$ cat src/ebp_regs.svh
// Timing and field constants for the external bus pin control block
// How it works
// - 8-bit muxed: low byte address, then data
// - 16-bit muxed: all lines address, then data
// - 8-bit muxed: high byte holds address 8-15
// - 16-bit demuxed: all lines data whole cycle
// - 8-bit demuxed: low byte data whole cycle
// - 8-bit demuxed: high byte shows internal bus
// - Address valid low only for external accesses
// - Address valid marks valid address on bus
// - Address valid low whole cycle, high after
`ifndef EBP_REGS_SVH
`define EBP_REGS_SVH
// Default clocks in each half of a bus cycle; at least three,
// as read data reaches the sequencer two clocks late
`define EBP_HALF_CYCLES_DEF 3
// Field positions of the address/data bytes
`define EBP_LO_MSB 7
`define EBP_LO_LSB 0
`define EBP_HI_MSB 15
`define EBP_HI_LSB 8
// Idle value of the strobe and drive enables
`define EBP_ADV_IDLE 1'b1
`define EBP_OE_OFF 8'h00
`define EBP_OE_ON 8'hff
`define EBP_WORD_ZERO 16'h0000
// Read lanes used in 8-bit and 16-bit modes
`define EBP_LO_LANES 16'h00ff
`define EBP_ALL_LANES 16'hffff
`endif

$ cat src/ebp_pkg.sv
// Types shared by the external bus pin control block
package ebp_pkg;
  // Bus mode: multiplexing and width
  typedef enum logic [1:0] {
    EBP_MUX8 = 2'h0,
    EBP_MUX16 = 2'h1,
    EBP_DMX8 = 2'h2,
    EBP_DMX16 = 2'h3
  } ebp_mode_e;

  // One access request from the core
  typedef struct packed {
    ebp_mode_e mode;
    logic write;
    logic [15:0] addr;
    logic [15:0] wdata;
  } ebp_req_s;

  // Pin drive group for the address/data lines
  typedef struct packed {
    logic [15:0] dout;
    logic [15:0] oe;
  } ebp_pins_s;
endpackage

$ cat src/ebp_pin_mux.sv
// Address/data line drive selection per bus mode and half
`timescale 1ns/1ps
`default_nettype none
`include "ebp_regs.svh"
module ebp_pin_mux
  import ebp_pkg::*;
(
  input wire logic active,
  input wire logic second_half,
  input var ebp_req_s req,
  input wire logic [7:0] int_high_byte,
  output var ebp_pins_s pins
);
  logic [7:0] lo_d;
  logic [7:0] hi_d;
  logic [7:0] lo_oe;
  logic [7:0] hi_oe;
  logic drv_data;

  // Pick each byte's value and enable from mode and half
  always_comb begin
    drv_data = req.write;
    lo_d = req.wdata[`EBP_LO_MSB:`EBP_LO_LSB];
    hi_d = req.wdata[`EBP_HI_MSB:`EBP_HI_LSB];
    lo_oe = drv_data ? `EBP_OE_ON : `EBP_OE_OFF;
    hi_oe = drv_data ? `EBP_OE_ON : `EBP_OE_OFF;
    case (req.mode)
      EBP_MUX8: begin
        hi_d = req.addr[`EBP_HI_MSB:`EBP_HI_LSB];
        hi_oe = `EBP_OE_ON;
        if (!second_half) begin
          lo_d = req.addr[`EBP_LO_MSB:`EBP_LO_LSB];
          lo_oe = `EBP_OE_ON;
        end
      end
      EBP_MUX16: begin
        if (!second_half) begin
          lo_d = req.addr[`EBP_LO_MSB:`EBP_LO_LSB];
          hi_d = req.addr[`EBP_HI_MSB:`EBP_HI_LSB];
          lo_oe = `EBP_OE_ON;
          hi_oe = `EBP_OE_ON;
        end
      end
      EBP_DMX8: begin
        lo_d = req.wdata[`EBP_LO_MSB:`EBP_LO_LSB];
        hi_d = int_high_byte;
        hi_oe = `EBP_OE_ON;
      end
      EBP_DMX16: begin
        lo_d = req.wdata[`EBP_LO_MSB:`EBP_LO_LSB];
        hi_d = req.wdata[`EBP_HI_MSB:`EBP_HI_LSB];
      end
      default: begin
        lo_oe = `EBP_OE_OFF;
        hi_oe = `EBP_OE_OFF;
      end
    endcase
    if (!active) begin
      lo_oe = `EBP_OE_OFF;
      hi_oe = `EBP_OE_OFF;
    end
    pins.dout = {hi_d, lo_d};
    pins.oe = {hi_oe, lo_oe};
  end
endmodule // ebp_pin_mux
`default_nettype wire

$ cat src/ebp_bus_ctrl.sv
// Bus cycle sequencer for the external address/data bus
`timescale 1ns/1ps
`default_nettype none
`include "ebp_regs.svh"
module ebp_bus_ctrl
  import ebp_pkg::*;
#(
  parameter int HALF_CYCLES = `EBP_HALF_CYCLES_DEF
) (
  input wire logic clk,
  input wire logic arst_n,
  input wire logic req_valid,
  input wire logic req_external,
  input var ebp_req_s req_in,
  input wire logic [7:0] int_high_byte,
  input wire logic [15:0] addr_data_lines_in,
  output logic req_ready,
  output logic done,
  output logic [15:0] rdata,
  output logic [15:0] addr_data_lines_out,
  output logic [15:0] addr_data_lines_oe,
  output logic address_valid_n
);
  //--------------------------------------------------------------
  // Phase counter sizing
  //--------------------------------------------------------------
  // Counter wide enough to hold HALF_CYCLES without wrapping
  localparam int CW = $clog2(HALF_CYCLES + 1);
  // Count value on the last clock of each half
  localparam logic [CW-1:0] LAST = CW'(HALF_CYCLES - 1);

  //--------------------------------------------------------------
  // Mode decode
  //--------------------------------------------------------------
  // Modes whose data rides on the low byte only
  function automatic logic is_byte_mode(input ebp_mode_e mode);
    return (mode == EBP_MUX8) || (mode == EBP_DMX8);
  endfunction

  // Read lanes that carry data in a given mode
  function automatic logic [15:0] read_lanes(input ebp_mode_e mode);
    return is_byte_mode(mode) ? `EBP_LO_LANES : `EBP_ALL_LANES;
  endfunction

  //--------------------------------------------------------------
  // Reset release
  //--------------------------------------------------------------
  // Reset asserts at once but leaves on a clock edge, two flops
  // later, so no flop sees its release close to an edge
  logic rst_s1_q;
  logic rst_n_q;
  always_ff @(posedge clk or negedge arst_n) begin
    if (!arst_n) begin
      rst_s1_q <= 1'b0;
      rst_n_q <= 1'b0;
    end else begin
      rst_s1_q <= 1'b1;
      rst_n_q <= rst_s1_q;
    end
  end

  //--------------------------------------------------------------
  // Pin input synchroniser
  //--------------------------------------------------------------
  // Lines come from outside the clock domain; only the second
  // flop feeds any logic
  logic [15:0] ad_s1_q;
  logic [15:0] ad_s2_q;
  always_ff @(posedge clk or negedge rst_n_q) begin
    if (!rst_n_q) begin
      ad_s1_q <= `EBP_WORD_ZERO;
      ad_s2_q <= `EBP_WORD_ZERO;
    end else begin
      ad_s1_q <= addr_data_lines_in;
      ad_s2_q <= ad_s1_q;
    end
  end

  //--------------------------------------------------------------
  // Bus cycle sequencer
  //--------------------------------------------------------------
  // Outline of one external access taken on edge c0:
  //   after c0       strobe low, first half on the lines
  //   after c0+H     second half on the lines
  //   after c0+2H    strobe high, done pulse, read word valid
  // The read word is the line value two clocks before the end,
  // as the synchroniser lags, so a half needs three clocks
  typedef enum logic [2:0] {
    ST_IDLE = 3'h1, // No bus cycle running
    ST_FIRST = 3'h2, // Address half, or data in demux
    ST_SECOND = 3'h4 // Data half
  } ebp_state_e;

  ebp_state_e state_q, state_d;
  logic [CW-1:0] cnt_q, cnt_d;
  ebp_req_s req_q, req_d;
  logic [15:0] rdata_q, rdata_d;
  logic done_q, done_d;
  logic adv_n_q, adv_n_d;
  logic last_tick;
  logic take;
  logic idle;

  // Only external accesses start a bus cycle
  assign take = req_valid && req_external;
  // Internal accesses never wait on the external bus
  assign idle = (state_q == ST_IDLE);
  assign req_ready = idle || !req_external;
  // Last clock of the running half
  assign last_tick = (cnt_q == LAST);

  // Next state, strobe and done pulse
  always_comb begin
    state_d = state_q;
    cnt_d = cnt_q;
    req_d = req_q;
    done_d = 1'b0;
    adv_n_d = adv_n_q;
    case (state_q)
      ST_IDLE: begin
        if (take) begin
          state_d = ST_FIRST;
          req_d = req_in;
          cnt_d = '0;
          adv_n_d = 1'b0;
        end
      end
      ST_FIRST: begin
        cnt_d = last_tick ? '0 : cnt_q + 1'b1;
        if (last_tick) begin
          state_d = ST_SECOND;
        end
      end
      ST_SECOND: begin
        cnt_d = cnt_q + 1'b1;
        if (last_tick) begin
          state_d = ST_IDLE;
          done_d = 1'b1;
          adv_n_d = `EBP_ADV_IDLE;
        end
      end
      default: begin
        state_d = ST_IDLE;
        adv_n_d = `EBP_ADV_IDLE;
      end
    endcase
  end

  // Sequencer registers
  always_ff @(posedge clk or negedge rst_n_q) begin
    if (!rst_n_q) begin
      state_q <= ST_IDLE;
      cnt_q <= '0;
      req_q <= '0;
      done_q <= 1'b0;
      adv_n_q <= `EBP_ADV_IDLE;
    end else begin
      state_q <= state_d;
      cnt_q <= cnt_d;
      req_q <= req_d;
      done_q <= done_d;
      adv_n_q <= adv_n_d;
    end
  end

  //--------------------------------------------------------------
  // Read capture
  //--------------------------------------------------------------
  logic capture;

  // Take the synchronised lines on the closing edge of a read
  assign capture = (state_q == ST_SECOND) && last_tick && !req_q.write;

  // Unused high byte reads as zero in 8-bit modes
  always_comb begin
    rdata_d = rdata_q;
    if (capture) begin
      rdata_d = ad_s2_q & read_lanes(req_q.mode);
    end
  end

  // Read word register
  always_ff @(posedge clk or negedge rst_n_q) begin
    if (!rst_n_q) begin
      rdata_q <= `EBP_WORD_ZERO;
    end else begin
      rdata_q <= rdata_d;
    end
  end

  //--------------------------------------------------------------
  // Pin drive
  //--------------------------------------------------------------
  ebp_pins_s pins_c;
  ebp_pins_s pins_q;
  logic mux_active;
  logic mux_second;

  // Next-state view so the registered pins line up with the strobe
  assign mux_active = (state_d != ST_IDLE);
  assign mux_second = (state_d == ST_SECOND);

  // Per-mode choice of drive value and enable
  ebp_pin_mux u_mux (
    .active(mux_active),
    .second_half(mux_second),
    .req(req_d),
    .int_high_byte(int_high_byte),
    .pins(pins_c)
  );

  // Register pin drive aligned with the strobe
  always_ff @(posedge clk or negedge rst_n_q) begin
    if (!rst_n_q) begin
      pins_q <= '0;
    end else begin
      pins_q <= pins_c;
    end
  end

  //--------------------------------------------------------------
  // Outputs
  //--------------------------------------------------------------
  // Every pin-side output comes straight from a flip-flop
  assign addr_data_lines_out = pins_q.dout;
  assign addr_data_lines_oe = pins_q.oe; // High while we drive a line
  assign address_valid_n = adv_n_q;
  assign done = done_q; // One clock at the end of a cycle
  assign rdata = rdata_q; // Holds until the next read ends
endmodule // ebp_bus_ctrl
`default_nettype wire

$ cat config.mk
export PLATFORM = sky130hd
export DESIGN_NAME = ebp_bus_ctrl
export DESIGN_NICKNAME = d
export VERILOG_FILES = /design/src/ebp_pkg.sv /design/src/ebp_pin_mux.sv /design/src/ebp_bus_ctrl.sv
export VERILOG_INCLUDE_DIRS = /design/src /design/src/src
export SDC_FILE = /design/constraint.sdc
export NUM_CORES = 1
export LEC_CHECK = 0
export BUFFER_PORTS_ARGS = -buffer_cell sky130_fd_sc_hd__buf_2
export CORE_MARGIN = 1.5
export CORE_UTILIZATION = 32
export CTS_CLUSTER_SIZE = 16
export DETAILED_ROUTE_END_ITERATION = 8
export GPL_TIMING_DRIVEN = 0
export PLACE_DENSITY_LB_ADDON = 0.1
export SLEW_MARGIN = 20
export SYNTH_ARGS = -nofsm -noshare
export SYNTH_HDL_FRONTEND = slang
export SYNTH_SLANG_ARGS = --single-unit
$ cat constraint.sdc
create_clock -name clk -period 4 [get_ports clk]
set_clock_uncertainty 0.1 [all_clocks]
set_input_delay 0.8 -clock clk [delete_from_list [all_inputs] [get_ports clk]]
set_output_delay 0.8 -clock clk [all_outputs]
set_load 0.02 [all_outputs]
==> results.yml, run 1 <==
clocking:
  cts.clk_slew.worst_paths_ns: 0.08
  htreeDepth: 3
  clock-sinks: 110
  cts_buffer_depth: 2
  numCtsBuffers: 9
  holdBufCountCts: 0
  cts_tree: "built"
  clock_latency_ns: 0.35
  post_cts_buffers: 0
  cts-root-buf: "clkbuf_16"
  ctsResizeCount: 0
critical_path:
  start_kind: "flop"
  worst-path-max-fanout: 7
  arrival_ns: 2.73
  worstPathRequired_ns: 4.14
  end_kind: "flop"
  path_class: "flop to flop"
grt:
  track_usage: 0.146
  grt_use_met1: 0.177
  grt_pass1_vias: 3077
  grtUsageMet3: 0.0540
  grtUsageMet2: 0.240
  busiest_layer: "met2"
  grt_start_max_net_pins: 47
  grt_overflow: 0
  antenna_found_initial: 0
  grt_first_pass_wirelength_mm: 16.1
timing:
  fin_setup_tns_ns: 0
  finalMaxSlewViolations: 0
  period_minus_slack_ns: 2.59
  finalSetupViolCount: 0
  max_freq_mhz: 386
  timing_hold_violations_final: 0
  maxSlewHeadroom: 0.465
  tightest_slew_ns: 0.802
  fin_crit_sh: 0.647
  grt_setup_unrepaired: "no"
synthesis:
  yosysMostFrequentCell: "dfrtp_1"
  synthesis.area_um2: 4460
  synth_top_cell_by_area: "dfrtp_1"
  synth.area.top_cells: "dfrtp_1 61%, nand2_1 6.6%, mux2_2 6.3%"
  syn-num-nets: 436
  synth_flop_cell: "dfrtp_1"
  yosysSeqAreaShare: 0.618
  postSynthAreaPerCell_um2: 12.1
  synth_adder_area_share: 0.00842
  async_flop_share: 1.00
  synth-simple-area-share: 0.126
  synthXorXnorAreaFrac: 0
  ys.warnings.count: 0
  synth_top_family_by_area: "simple AND/OR/NAND/NOR gates"
  synth_cells: 370
  synth_top_cell_area_share: 0.606
  synth_common_cells: "108 x dfrtp_1, 78 x nand2_1, 25 x mux2_2"
  synth_compound_area_frac: 0.0842
  synth_cell_types: 45
  synth_edf_count: 0
  synth.mux.area_fraction: 0.108
  ys_seq_elements: 110
power_and_ir_drop:
  fin_total_pwr_mw: 3.93
  powerDensity_nw_per_um2: 702
  peakVddDrop_v: 0.000310
  leakage_nw: 2.79
detailed_routing:
  vias_per_cell: 4.60
  wirelength_mm: 10.2
  antenna_left: 0
  routedWlPerCell_um: 15.0
  drc_errors: 0
  first_pass_iters: 4
  drtIter0Drc: 176
  vias: 3111
layout:
  antennaDiodeCount: 0
  drive_gt1_frac: 0.400
  nets: 561
  area_growth_syn_to_layout_pct: 25.4
  stdcell_area_um2: 5590
  fin_util: 0.417
placement:
  hpwl_mm: 7.21
  port_buffers: 112
  placedInstanceArea_um2: 5290
  gp_congestion: 0.743
floorplanning:
  die_height_um: 121
  ioPinCount: 114
  initial_core_util: 0.333
  die_w_um: 121
  dieArea_um2: 14700
  num_rows: 42
  core_um2: 13400
hold_path:
  hold_path.class: "input port to asynchronous set/reset pin"
job:
  maxCapViolCount: 0
run_status:
  outcome: "finished, final reports clean"
path summary, 6_finish.rpt:
kind,start,to,slack (ns),cells after the start
max,cnt_q[0],addr_data_lines_out[14],1.41,7
max reg2reg,cnt_q[0],addr_data_lines_out[14],1.41,7
max in group asynchronous,rst_n_q,state_q[0],2.79,2
min,arst_n,rst_n_q,0.11,1
min in group clk,ad_s1_q[13],ad_s2_q[13],0.25,0
min reg2reg,rst_n_q,ad_s2_q[4],0.14,0
metrics by stage:
| stage | instances | worst slack (ns) | hold WS [ns] |
|---|---|---|---|
| after floorplan | 370 | 0.612 | 0.231 |
| after global placement | 658 | -0.715 | 0.233 |
| after detailed placement | 660 | 1.33 | 0.151 |
| after CTS | 676 | 1.49 | 0.0952 |
| after global routing | 676 | 1.34 | 0.0891 |
| final | 676 | 1.41 | 0.114 |
report_power, final:
group	internal [mW]	switching [mW]
combinational	0.663	0.786
sequential	1.44	0.149
clock	0.444	0.448
area by class of cell:
| type | count | area (um^2) |
|---|---|---|
| buffer | 36 | 225 |
| clock buffer | 9 | 225 |
| clock inverter | 7 | 76.3 |
| fill | 1338 | 7810 |
| inverter | 5 | 18.8 |
| multi-input combinational | 219 | 1460 |
| sequential | 110 | 2760 |
| tap | 176 | 220 |
| timing repair buffer | 114 | 608 |
routing by layer:
metal	wire, um	part of all wire
met1	4290	0.42
met2	5030	0.50
met3	668	0.066
met4	166	0.016
met5	0	0
flip-flops by register name, summed over array words and instances (netlist names), 2 cells and up:
signal and cells:
cnt_q 2, addr_data_lines_oe 2, rdata 16, addr_data_lines_out 16, ad_s2_q 16, req_q 35, ad_s1_q 16, state_q 3
layout by cell type, fill, tap and decap left out, types with 5 or more instances in the layout:
| master | instances |
|---|---|
| dfrtp_1 | 107 |
| a221o_1 | 8 |
| nand2_1 | 78 |
| buf_2 | 115 |
| mux2_2 | 25 |
| clkbuf_16 | 9 |
| inv_1 | 5 |
| o21ai_0 | 11 |
| buf_4 | 15 |
| mux2i_1 | 8 |
| a21oi_1 | 8 |
| nor2_1 | 20 |
| clkbuf_1 | 14 |
| a211oi_1 | 8 |
| mux2_4 | 8 |
kinds of logic (layout without fill, tap and decap cells):
family,count (synthesis),count (layout)
AO/OA/AOI/OAI,53,53
adder cells (fa/ha/maj),3,3
buffers and inverters,41,171
flip-flops,110,110
multiplexers,41,41
other,1,1
AND/OR/NAND/NOR,121,121
critical path, cell delays in order (launching register included):
cell	delay, ns
dfrtp_1	0.42
inv_1	0.14
ha_1	0.30
nor4bb_1	0.54
o21ai_1	0.17
and2_1	0.17
clkbuf_1	0.23
a221o_1	0.41
(Power assumes the default switching activity.)
==> run 2, diff against run 1 <==
==> constraint.sdc (replaced) <==
create_clock -name clk -period 2.5 [get_ports clk]
set_clock_uncertainty 0.1 [all_clocks]
set_input_delay 0.5 -clock clk [delete_from_list [all_inputs] [get_ports clk]]
set_output_delay 0.5 -clock clk [all_outputs]
set_load 0.02 [all_outputs]
==> run 2 against run 1 <==
- sequential share of layout area shrank 0.077 points
- non-clock buffer count grew 1
- count of clock-buffer cells in the layout grew 1
- largest power group unchanged
- cell count grew 0.15%
- sequential cell count is the same
- clock power grew 57%
- power grew 60%
==> results.yml, run 2 (same netlist as run 1, synthesis figures left out) <==
layout:
  nets: 562
  stdcell_area_um2: 5600
  area_growth_syn_to_layout_pct: 25.6
  antennaDiodeCount: 0
  multi_input_area_um2: 1480
  fin_util: 0.418
  final_common_cell: "buf_2"
  seqCellArea_um2: 2760
  largest_register_ffs: 35
  final_cell_mix: "115 x buf_2, 107 x dfrtp_1, 78 x nand2_1"
  largest-register: "req_q"
  drive_gt1_frac: 0.401
  num-fill-cells: 1317
timing:
  finalSetupViolCount: 0
  finalMaxSlewViolations: 0
  final.setup.worst_slack_ns: 0.212
  period_minus_slack_ns: 2.29
  max_freq_mhz: 437
  maxSlewHeadroom: 0.455
  fin_setup_tns_ns: 0
  fin_crit_sh: 0.915
  tightest_slew_ns: 0.817
  timing_hold_violations_final: 0
  grt_setup_unrepaired: "no"
detailed_routing:
  antenna_left: 0
  drc_errors: 0
  wirelength_mm: 10.0
  first_pass_iters: 4
  drtIter0Drc: 159
  vias_per_cell: 4.51
  routedWlPerCell_um: 14.8
  vias: 3052
critical_path:
  end_kind: "flop"
  arrival_ns: 2.43
  worst-path-max-fanout: 10
  start_kind: "flop"
  path_class: "flop to flop"
  worstPathRequired_ns: 2.64
  r2r.worst_path.cells: 5
clocking:
  cts_tree: "built"
  post_cts_buffers: 0
  clock_latency_ns: 0.35
  cts_buffer_depth: 2
  cts.clk_slew.worst_paths_ns: 0.08
  clock-sinks: 110
  numCtsBuffers: 9
  cts-root-buf: "clkbuf_16"
  htreeDepth: 3
run_status:
  outcome: "finished, final reports clean"
grt:
  grt_start_max_net_pins: 42
  grt_overflow: 0
  antenna_found_initial: 0
  grt_pass1_vias: 3132
  track_usage: 0.145
  grt_first_pass_wirelength_mm: 16.1
power_and_ir_drop:
  seq_power_share: 0.406
  leakage_nw: 2.79
  p_int_mw: 4.07
  p_comb_frac: 0.371
  p_sw_frac: 0.350
  clkPwrFrac: 0.223
  powerDensity_nw_per_um2: 1120
  p_sw_mw: 2.19
  peakVddDrop_v: 0.000459
placement:
  gp_congestion: 0.749
  dp_slack_ns: 0.0811
  hpwl_mm: 7.01
  placedInstanceArea_um2: 5290
  port_buffers: 112
floorplanning:
  ioPinCount: 114
  num_rows: 42
  die_w_um: 121
  die_height_um: 121
  core_um2: 13400
  initial_core_util: 0.333
  dieArea_um2: 14700
hold_path:
  hold_path.class: "input port to flop"
  whs_path_depth: 1
job:
  maxCapViolCount: 0
==> run 2: cell count changes in the layout (fill, tap and decap cells not counted), sizes merged <==
cell / previous run / this run
inv: 8 / 9
clkbuf: 23 / 24
dlygate4sd3: 0 / 1
clkinv: 3 / 1
==> run 2: cell type report <==
cell class | count | share of cell area
clock inverter | 6 | 0.0109
multi-input combinational | 219 | 0.264
inverter | 5 | 0.00335
tap | 176 | 0.0393
timing repair buffer | 115 | 0.109
buffer | 36 | 0.0402
clock buffer | 10 | 0.0409
sequential | 110 | 0.492
==> run 2: final timing paths <==
check / startpoint / end / slack (ns)
setup / recovery: state_q[0] / addr_data_lines_out[5] / 0.21
hold / removal: addr_data_lines_in[11] / ad_s1_q[11] / 0.15
setup reg to reg: state_q[0] / addr_data_lines_out[5] / 0.21
hold reg to reg: rst_n_q / ad_s1_q[8] / 0.17
max in group asynchronous: rst_n_q / address_valid_n / 1.23
min in group asynchronous: rst_n_q / ad_s1_q[8] / 0.17
==> run 2: repair_timing <==
item                                   4_1_cts  5_1_grt
endpoints found under the hold margin        2        0
hold buffers                                 1        0
gates resized for setup                      0        3
setup endpoints to repair                    0       15
==> run 2: through the flow <==
stage,std cells,hold WS [ns],power (mW)
6_report,677,0.147,6.26
2_1_floorplan,370,0.104,4.23
4_1_cts,677,0.131,6.34
3_3_place_gp,658,0.185,4.86
5_1_grt,677,0.125,6.68
3_5_place_dp,660,0.179,4.91
==> run 2: worst max-delay path, cell delays in order, from the launching register on <==
cell and delay [ns]:
dfstp_2 0.57, or3b_4 0.44, nor2_8 0.23, buf_6 0.21
mux2_2 0.36, mux2_4 0.27
==> run 2: routing by layer <==
| metal | global-route usage | routed length [um] | vias up |
|---|---|---|---|
| li1 | - | - | 1497 |
| met1 | 0.181 | 4540 | 1477 |
| met2 | 0.234 | 4770 | 70 |
| met3 | 0.0564 | 626 | 8 |
| met4 | 0.0456 | 108 | 0 |
| met5 | 0 | 0 | - |
==> run 2: power by group through the flow <==
stage,logic (mW),registers [mW],clock network [mW]
floorplan,1.49,2.74,0
global placement,2.27,2.59,0
detailed placement,2.33,2.57,0
CTS,2.34,2.54,1.45
global route,2.56,2.61,1.52
finish,2.32,2.54,1.40
==> run 3, diff against run 2 <==
--- a/config.mk
+++ b/config.mk
@@ -8,7 +8,7 @@
 export LEC_CHECK = 0
 export BUFFER_PORTS_ARGS = -buffer_cell sky130_fd_sc_hd__buf_2
 export CORE_MARGIN = 1.5
-export CORE_UTILIZATION = 32
+export CORE_UTILIZATION = 50
 export CTS_CLUSTER_SIZE = 16
 export DETAILED_ROUTE_END_ITERATION = 8
 export GPL_TIMING_DRIVEN = 0
==> run 3 against run 2 <==
- routed wire length shrank 9.9%
- global-route usage grew 5.4 points
- sequential share of layout area grew 1.6 points
- first-iteration DRC count shrank 35%
- register-to-register slack lost 0.07 ns
- worst setup slack lost 0.073 ns
- combinational power shrank 2%
- sequential power is essentially flat
- worst hold slack lost 0.029 ns
- sequential cell count is the same
- clock power shrank 19%
- critical path type unchanged
- critical endpoint is now addr_data_lines_out[10]
- largest cell class unchanged
- highest routed layer unchanged
==> results.yml, run 3 (same netlist as run 1, synthesis figures left out) <==
run_status:
  outcome: "finished, final reports clean"
detailed_routing:
  first_pass_iters: 4
  highest_layer: "met4"
  vias: 3093
  wirelength_mm: 9.04
  dr_wl_met2_mm: 4.63
  drt-met1-wl_mm: 3.83
  vias_per_cell: 5.09
  drc_errors: 0
  routedWlPerCell_um: 14.9
  drtIter0Drc: 104
  wl_met3_um: 460
  antenna_left: 0
critical_path:
  end_kind: "flop"
  worstPathRequired_ns: 2.66
  path_class: "flop to flop"
  worst-path-max-fanout: 7
  arrival_ns: 2.52
  start_kind: "flop"
power_and_ir_drop:
  p_sw_frac: 0.365
  seq_power_share: 0.426
  peakVddDrop_v: 0.000588
  leakage_nw: 2.75
  p_sw_mw: 2.17
  clkPwrFrac: 0.190
  p_comb_frac: 0.384
  p_int_mw: 3.77
  powerDensity_nw_per_um2: 1090
floorplanning:
  num_rows: 34
  die_w_um: 97.5
  ioPinCount: 114
  die_height_um: 97.5
  dieArea_um2: 9500
  core_um2: 8680
  initial_core_util: 0.514
layout:
  drive_gt1_frac: 0.400
  largest-register: "req_q"
  final_common_cell: "buf_2"
  final_cell_mix: "115 x buf_2, 107 x dfrtp_1, 78 x nand2_1"
  area_growth_syn_to_layout_pct: 21.7
  largest_register_ffs: 35
  antennaDiodeCount: 0
  num-fill-cells: 713
  stdcell_area_um2: 5430
  nets: 561
grt:
  antenna_found_initial: 0
  grt_start_max_net_pins: 56
  grt_overflow: 0
  grt_first_pass_wirelength_mm: 14.8
  grt_pass1_vias: 3107
  track_usage: 0.199
job:
  maxCapViolCount: 0
timing:
  timing_hold_violations_final: 0
  fin_crit_sh: 0.944
  tightest_slew_ns: 0.762
  maxSlewHeadroom: 0.492
  period_minus_slack_ns: 2.36
  max_freq_mhz: 424
  fin_setup_tns_ns: 0
  finalSetupViolCount: 0
  grt_setup_unrepaired: "no"
  finalMaxSlewViolations: 0
placement:
  hpwl_mm: 6.35
  placedInstanceArea_um2: 5190
  port_buffers: 112
  gp_congestion: 0.843
clocking:
  cts_buffer_depth: 2
  cts_tree: "built"
  numCtsBuffers: 9
  htreeDepth: 3
  cts-root-buf: "clkbuf_8"
  cts.clk_slew.worst_paths_ns: 0.13
  clock_latency_ns: 0.37
  clock-sinks: 110
hold_path:
  hold_path.class: "input port to flop"
## run 3: worst paths after layout
check / from / endpoint / slack [ns] / cells past startpoint
setup / recovery: cnt_q[0] / addr_data_lines_out[10] / 0.14 / 7
hold / removal: addr_data_lines_in[6] / ad_s1_q[6] / 0.12 / 1
setup reg to reg: cnt_q[0] / addr_data_lines_out[10] / 0.14 / 7
hold reg to reg: ad_s1_q[1] / ad_s2_q[1] / 0.26 / 0
max in group asynchronous: rst_n_q / req_q[14] / 1.32 / 1
min in group asynchronous: rst_n_q / ad_s1_q[12] / 0.27 / 0
## run 3: worst max-delay path, cell delays in order (launching register included)
cell and delay (ns):
dfrtp_1 0.43, inv_1 0.13, ha_1 0.27, nor4bb_2 0.42, o21ai_1 0.14, and2_1 0.17, clkbuf_1 0.20, a221o_1 0.40
## run 3: per-stage QoR
step	setup slack (ns)	power [mW]	hold WS, ns	cells	utilization
global route	0.00765	6.29	0.0848	608	0.626
CTS	0.0847	5.99	0.104	608	0.625
finish	0.139	5.94	0.118	608	0.626
detailed placement	0.129	4.86	0.187	591	0.598
floorplan	0.430	4.23	0.104	370	-
global placement	-0.0618	4.79	0.186	590	0.594
## run 3: per-layer routing
layer	vias to the layer above	GRT usage
met4	0	0.0604
met3	10	0.0482
met1	1520	0.250
li1	1487	-
met2	76	0.342
met5	-	0
## run 3: cell type report
cell class | instances | area, um^2 | share of cell area
multi-input combinational | 219 | 1470 | 0.270
timing repair buffer | 114 | 598 | 0.110
inverter | 5 | 18.8 | 0.00346
clock buffer | 9 | 124 | 0.0228
tap | 108 | 135 | 0.0249
sequential | 110 | 2760 | 0.508
buffer | 36 | 225 | 0.0415
clock inverter | 7 | 101 | 0.0187
## run 3: timing repair
action | 4_1_cts | 5_1_grt
setup buffers | 0 | 0
hold buffers | 1 | 0
endpoints found under the hold margin | 2 | 0
setup endpoints to repair | 0 | 7
resized for setup | 0 | 1
## run 3: power groups by stage
stage | Sequential (mW) | Combinational, mW | Clock [mW]
after detailed placement | 2.57 | 2.29 | 0
after global placement | 2.58 | 2.21 | 0
after floorplan | 2.74 | 1.49 | 0
after CTS | 2.54 | 2.30 | 1.16
after global routing | 2.59 | 2.48 | 1.22
final | 2.53 | 2.28 | 1.13
